===== src/include/rsse_consts.svh =====
// Purpose: constants for the rotate, sleep and subtract execution block
// Assumes: 12-bit instruction words, 8-bit data
// Notes: definitions only
`ifndef RSSE_CONSTS_SVH
`define RSSE_CONSTS_SVH

`define RSSE_OP_HI       11
`define RSSE_OP_LO       6
`define RSSE_OPC_ROTR    6'h0c
`define RSSE_OPC_SUB     6'h02
`define RSSE_SLEEP_WORD  12'h003
`define RSSE_DEST_BIT    5
`define RSSE_ADDR_HI     4
`define RSSE_ADDR_LO     0
`define RSSE_MSB         7
`define RSSE_LSB         0
`define RSSE_NIB_HI      3
`define RSSE_ZERO8       8'h00
`define RSSE_ROT_LO      1
`define RSSE_ADDR_RST    5'h00
`define RSSE_ONE9        9'h001
`define RSSE_ONE5        5'h01
`define RSSE_BORROW_BIT  8
`define RSSE_NIB_CARRY   4
`define RSSE_TO_SLEEP    1'b1
`define RSSE_PD_SLEEP    1'b0

`endif


===== src/include/rsse_pkg.sv =====
// Purpose: types for the rotate, sleep and subtract execution block
// Assumes: nothing
// Notes: operation kinds decoded from the instruction word
package rsse_pkg;
	typedef enum logic [1:0] {
		rsse_op_none,
		rsse_op_rotr,
		rsse_op_sleep,
		rsse_op_sub
	} rsse_op_t;
endpackage : rsse_pkg


===== src/rtl/rsse_exec.sv =====
// Purpose: executes rotate-right, sleep and subtract for the core
// Assumes: one instruction offered per cycle with instr_valid, operands valid alongside
// Notes: results appear one cycle later as registered write strobes
// Behaviour
// - rotate right through carry, only carry changes
// - rotate result to accumulator if d=0, file otherwise
// - sleep stops oscillator and enters low power
// - sleep sets time-out, clears power-down and watchdog
// - subtract file minus accumulator, update carry, half_carry, zero
`timescale 1ns/1ps
`include "rsse_consts.svh"

module rsse_exec
	import rsse_pkg::*;
(
	input  wire logic        mclk,
	input  wire logic        rst_b,
	input  wire logic        instr_valid,     // instruction word present this cycle
	input  wire logic [11:0] instr,           // instruction word
	input  wire logic [7:0]  file_data,       // contents of addressed file register
	input  wire logic [7:0]  acc_data,        // accumulator contents
	input  wire logic        carry_in,        // current carry flag
	output logic             acc_we,          // write strobe for accumulator
	output logic [7:0]       acc_wdata,       // accumulator write data
	output logic             file_we,         // write strobe for file register
	output logic [4:0]       file_addr,       // file register address to write
	output logic [7:0]       file_wdata,      // file register write data
	output logic             carry_we,        // carry flag update strobe
	output logic             carry_out,       // new carry
	output logic             half_carry_we,   // half_carry update strobe
	output logic             half_carry,      // new half_carry
	output logic             zero_we,         // zero flag update strobe
	output logic             zero_out,        // new zero flag
	output logic             time_out_we,     // time_out_flag update strobe
	output logic             time_out_flag,   // new time_out_flag
	output logic             power_down_we,   // power_down_flag update strobe
	output logic             power_down_flag, // new power_down_flag
	output logic             watchdog_clear,  // clear watchdog_counter and prescaler
	output logic             osc_stop,        // stop main oscillator
	output logic             sleep_state      // low-power state entered, held
);

	// ********************************
	// decode
	// ********************************
	wire logic [5:0] opc   = instr[`RSSE_OP_HI:`RSSE_OP_LO];   // opcode field
	wire logic       dest  = instr[`RSSE_DEST_BIT];            // destination select
	wire logic [4:0] faddr = instr[`RSSE_ADDR_HI:`RSSE_ADDR_LO]; // file address
	rsse_op_t        op;                                         // decoded kind

	assign op = !instr_valid                       ? rsse_op_none  :
	            (opc == `RSSE_OPC_ROTR)            ? rsse_op_rotr  :
	            (instr == `RSSE_SLEEP_WORD)        ? rsse_op_sleep :
	            (opc == `RSSE_OPC_SUB)             ? rsse_op_sub   : rsse_op_none;

	// ********************************
	// datapath
	// ********************************
	// rotate right: old carry into top, bottom bit to carry
	wire logic [7:0] rot_res = {carry_in, file_data[`RSSE_MSB:`RSSE_ROT_LO]};
	wire logic       rot_c   = file_data[`RSSE_LSB];
	// subtract by adding two's complement; carry out is inverted borrow
	// the ninth bit is the carry out, so no separate compare is needed
	wire logic [8:0] sub_full = {1'b0, file_data} + {1'b0, ~acc_data} + `RSSE_ONE9;
	// low nibble done on its own to pick up the half carry
	wire logic [4:0] sub_low  = {1'b0, file_data[`RSSE_NIB_HI:0]} + {1'b0, ~acc_data[`RSSE_NIB_HI:0]}
	                          + `RSSE_ONE5;
	wire logic [7:0] sub_res  = sub_full[`RSSE_MSB:`RSSE_LSB];                  // difference, 8 bits
	wire logic       sub_c    = sub_full[`RSSE_BORROW_BIT];                     // set when no borrow
	wire logic       sub_hc   = sub_low[`RSSE_NIB_CARRY];                       // set when no nibble borrow
	wire logic       is_rot   = (op == rsse_op_rotr);
	wire logic       is_sub   = (op == rsse_op_sub);
	wire logic       is_slp   = (op == rsse_op_sleep);
	wire logic [7:0] res      = is_rot ? rot_res : sub_res;    // result for the destination
	wire logic       wr_any   = is_rot | is_sub;

	// ********************************
	// registered outputs
	// ********************************
	// write strobes and data, one cycle pulses
	always_ff @(posedge mclk or negedge rst_b) begin
		if (!rst_b) begin
			acc_we     <= 1'b0;
			file_we    <= 1'b0;
			acc_wdata  <= `RSSE_ZERO8;
			file_wdata <= `RSSE_ZERO8;
			file_addr  <= `RSSE_ADDR_RST;
		end else begin
			acc_we     <= wr_any & !dest;
			file_we    <= wr_any & dest;
			acc_wdata  <= res;
			file_wdata <= res;
			file_addr  <= faddr;
		end
	end

	// arithmetic flags: rotate touches only carry
	always_ff @(posedge mclk or negedge rst_b) begin
		if (!rst_b) begin
			carry_we      <= 1'b0;
			carry_out     <= 1'b0;
			half_carry_we <= 1'b0;
			half_carry    <= 1'b0;
			zero_we       <= 1'b0;
			zero_out      <= 1'b0;
		end else begin
			carry_we      <= wr_any;
			carry_out     <= is_rot ? rot_c : sub_c;
			half_carry_we <= is_sub;
			half_carry    <= sub_hc;
			zero_we       <= is_sub;
			zero_out      <= (sub_res == `RSSE_ZERO8);
		end
	end

	// sleep effects; pin_change_wake_flag has no output so stays untouched
	always_ff @(posedge mclk or negedge rst_b) begin
		if (!rst_b) begin
			time_out_we     <= 1'b0;
			time_out_flag   <= 1'b0;
			power_down_we   <= 1'b0;
			power_down_flag <= 1'b0;
			watchdog_clear  <= 1'b0;
			osc_stop        <= 1'b0;
			sleep_state     <= 1'b0;
		end else begin
			time_out_we     <= is_slp;
			time_out_flag   <= `RSSE_TO_SLEEP;
			power_down_we   <= is_slp;
			power_down_flag <= `RSSE_PD_SLEEP;
			watchdog_clear  <= is_slp;
			osc_stop        <= is_slp;
			if (is_slp) begin
				sleep_state <= 1'b1;
			end
		end
	end
endmodule : rsse_exec


===== config.mk =====
export PLATFORM = sky130hd
export DESIGN_NAME = rsse_exec
export DESIGN_NICKNAME = d
export VERILOG_FILES = /design/src/include/rsse_pkg.sv /design/src/rtl/rsse_exec.sv
export VERILOG_INCLUDE_DIRS = /design/src /design/src/include
export SDC_FILE = /design/constraint.sdc
export NUM_CORES = 1
export LEC_CHECK = 0
export CORE_MARGIN = 3
export CORE_UTILIZATION = 61
export DETAILED_ROUTE_END_ITERATION = 6
export DONT_BUFFER_PORTS = 1
export GPL_TIMING_DRIVEN = 0
export PLACE_DENSITY = 0.83
export SYNTH_ARGS = -nofsm -noshare
export SYNTH_HDL_FRONTEND = slang
export SYNTH_SLANG_ARGS = --single-unit

===== constraint.sdc =====
create_clock -name mclk -period 1.01 [get_ports mclk]
set_input_delay 0.202 -clock mclk [delete_from_list [all_inputs] [get_ports mclk]]
set_output_delay 0.202 -clock mclk [all_outputs]
set_load 0.01 [all_outputs]

Word level (Yosys, flattened, before mapping)
Cells that the tools add are included.

storage, ports and cells
  memories kept = 0
  bits in registers = 23
  logic and storage cells = 35
  bits in latches = 0
  output and inout port bits = 36
  bits of input ports = 32
  RAM bits = 0
  bits in read-only memories = 0

operators by class
  $add $sub $neg = 4
  multiplexer cells = 6
  bitwise operators = 5
  magnitude comparators = 0
  multipliers = 0
  divide/modulo/power cells = 0
  shift-type cells = 0
  reduce and logical (&&, ||, !) cells = 2
  eq/ne operators = 6

operators with widths
  cell                                                               count
  12-bit by 2-bit == test with 1-bit output (second input constant)  1
  8-bit by 8-bit adder with 9-bit output                             1
  9-bit by 1-bit adder with 9-bit output (second input constant)     1
  8-bit logical NOT                                                  1
  2-bit two-way mux                                                  4
  8-bit two-way mux                                                  1
  8-bit NOT                                                          1
  6-bit by 2-bit == test with 1-bit output (second input constant)   1
  6-bit by 4-bit == test with 1-bit output (second input constant)   1
  4-bit by 4-bit adder with 5-bit output                             1
  5-bit by 1-bit adder with 5-bit output (second input constant)     1
  2-bit == test (second input constant)                              2
  4-bit NOT                                                          1
  1-bit bitwise AND                                                  2
  2-bit by 1-bit == test with 1-bit output (second input constant)   1
  1-bit logical NOT                                                  1
  1-bit two-way mux                                                  1
  1-bit OR                                                           1

Depth between registers and ports, before layout
  word-level depth = 8
  gate-level depth with buffers = 8
  depth with buffers taken out = 8

Worst setup path before layout
Ideal clock, no wire load.

  path type = input-to-reg
  start = input file_data[0]
  end = register zero_out
  data required time = 0.905 ns
  library setup time = 0.105 ns
  arrival = 1.657 ns
  path buffers = 0
  setup slack = -0.753 ns
  stages = 8
  cell sequence = inv_1 ha_1 fa_1 nand2b_1 a21oi_1 a31oi_1 xor2_1 nor4b_1

on the way
  cells in the longest elaborated chain, start to end = 3

ends and longest elaborated chain
  item                                                     RTL line          RTL
  from (decl)                                              rsse_exec.sv:20   input wire logic [7:0] file_data,
  8-bit by 8-bit adder with 9-bit output                   rsse_exec.sv:64   wire logic [8:0] sub_full = {1'b0, file_data} + {1'b0, ~acc_data} + `RSSE_ONE9;
  9-bit by 1-bit adder with 9-bit output (no source line)  -
  8-bit logical NOT (no source line)                       -
  to (signal assigned)                                     rsse_exec.sv:112  zero_out <= (sub_res == `RSSE_ZERO8);
  to (decl)                                                rsse_exec.sv:33   output logic zero_out,

Every way passes these cells.
A chain may end at the register's enable or synchronous reset.

Final worst setup path
Ends and elaborated chain as after synthesis.

==> run metrics <==
failing checks negative setup slack; critical path cell sequence inv_8 -> ha_4 -> fa_2 -> nand2b_4 -> a21oi_4 -> a31oi_4 -> xor2_1 -> nor4b_2; Antenna Violating Nets Remaining 0; fraction of registers with async set/reset 100%; final count of hold timing violations 0; ys flop type dfrtp_1; setup TNS -3.64 ns; htree depth 1; drt first pass iters 4; Non-Filler Instances 164; routed len/inst 24.2 um; nets 181; Clk Latency, worst-skew pair 0.33 ns; die width 50.9 um; Peak VDD IR 0.960 mV; status finished, violations left; Die Ht 50.9 um; antenna violations before repair 0; wirelength, routed 3960 um; global-route wire length before repair 5180 um; Slew headroom 35.2%; Cells after DPL 145; hold slack 0.00572 ns; Synth area leader dfrtp_1; Slowest-stage cell, CP fa_2; I/O pin cnt 68; DP Worst Slack -0.703 ns; CTS tree built; commonest non-fill, non-tap cell in the layout dfrtp_1; CP Class input port to flop; Synth Area per Inst 10.2 um^2; post-synthesis cell type count 32; maximum clock path buffer count 2; CP max FO 3; CTS Root Cell clkbuf_4; core area 0.00182 mm^2; total power 2.30 mW; maxcap violations 0; RSZ-0062 raised after global routing yes; number of flops mapped to enable cells by yosys 0; post-synth top area share 46.9%; syn_nets 161; Setup crit end kind flop; fin crit share 145%; sequential fraction of design power 48.8%; Setup violations, final 24; design area 0.00171 mm^2; met2 Use GR 52.4%; Netlist Area Pre-Place 0.00123 mm^2; CP required 1.25 ns; worst path arrival time 1.70 ns; Initial DRC Count 25; Seq/Total Area, Yosys 46.9%; Placed Area 0.00134 mm^2; vias 1052; routability cong. 0.768; CP delay by family, top adder cells; vias per cell 6.41; fin. max-slew vios 0; max incr delay on CP 0.34 ns; grt peak-use layer met2; estimated wirelength of the detail-placed design 2000 um; Tot GR Track Use 27.9%; Net Sw Power 761 uW; Post-Syn Instances 120; startpoint types input port; Leakage 0.764 nW; CTS sink cnt 23; post-route setup slack -0.456 ns; synthesis-stage register bit count 23; total CTS buffers 3; GR Util met3 7.87%; Max Freq 682 MHz; switch share 33.0%; Setup Skew 0 ns; commonest non-fill, non-tap cells in the layout 21 x dfrtp_1, 14 x buf_6, 9 x nor2_1; diodes inserted 0; Clock transition at path regs 0.13 ns; Pint 1.54 mW; Core Util, Final 93.9%; met1 GRT Util 27.4%; global route overflow 0; Area contributors post-synth dfrtp_1 47%, ha_1 8.2%, buf_4 8.0%, a21oi_1 4.1%, nor2_1 3.7%; PD cells 1350 mW/mm^2; post-layout minimum cycle time 1.47 ns; FP Rows 15; vias in the first global route 1057; largest net degree at the start of global routing 24; Syn-to-layout area delta 39.2%; layout cells sized above 1 41.7%; DRC 0; Comb power frac 31.5%; Hold Crit Class input port to flop; PortBufs 0; Slew @ Worst Pin 0.972 ns; CP bufs+invs 1; Initial Util 67.4%; Warnings, synthesis 0; Clk pwr share 19.6%; Die Area 0.00259 mm^2
kinds of logic (layout without fill, tap and decap cells):
group                      after synthesis  in the layout  share of synthesized area, %
and+or+nand+nor                         35             35                          15.4
DFF                                     23             23                          46.9
buffers and inverters                   23             42                          11.6
AOI/OAI and AO/OA                       20             20                          8.87
adders and majority gates                9              9                          9.79
xor gates and xnor gates                 5              5                          3.57
muxes                                    3              3                          3.26
other                                    2              2                         0.612
cell type report:
cell class	count	area [um^2]
multi-input combinational	74	723
sequential	23	578
timing repair buffer	15	154
buffer	14	154
fill	51	111
inverter	9	41.3
tap	25	31.3
clock buffer	3	22.5
clock inverter	1	5.00
layer usage:
layer / share of wire (%) / wire [um]
met5: 0 / 0
met4: 5.6 / 221
met3: 10 / 401
met2: 52 / 2040
met1: 33 / 1300
cells in the mapped netlist, drive strengths merged, types with 2 or more instances:
cell and n:
a21oi 10, a31oi 2, buf 14, conb 2
dfrtp 23, ha 8, inv 9, mux2 2
nand2 5, nand2b 2, nand3 2, nand3b 2
nor2 12, nor2b 2, o21ai 6, or2 2
or4b 2, xnor2 3, xor2 2
flip-flops by register name (all words and copies together), names as in the netlist:
signal and flops:
file_wdata 8, file_addr 5, acc_we 1, carry_out 1, carry_we 1, file_we 1, half_carry 1, sleep_state 1
time_out_flag 1, time_out_we 1, zero_out 1, zero_we 1
final timing paths:
kind,startpoint,end,slack [ns],cells after the start
min in group asynchronous,rst_b,file_addr[1],0.08,1
max in group asynchronous,rst_b,file_wdata[3],0.28,1
setup / recovery,file_data[0],zero_out,-0.46,8
hold reg to reg,sleep_state,sleep_state,0.61,1
hold / removal,file_data[2],file_wdata[1],0.006,2
setup reg to reg,sleep_state,sleep_state,0.14,1
power groups by stage:
stage / registers (mW) / clock network, mW / logic (mW)
detailed placement: 1.13 / 0 / 0.468
floorplan: 1.11 / 0 / 0.410
global placement: 1.13 / 0 / 0.452
global route: 1.14 / 0.500 / 0.762
finish: 1.13 / 0.452 / 0.727
CTS: 1.12 / 0.414 / 0.637
timing repair:
| action | in CTS | in global routing |
|---|---|---|
| hold buffers | 8 | 1 |
| setup buffers | 4 | 2 |
| gates resized for setup | 34 | 6 |
| endpoints found under the setup margin | 20 | 45 |
| pin swaps | 12 | 9 |
| endpoints found under the hold margin | 30 | 1 |
No activity file was read; power rests on OpenSTA's default activity.
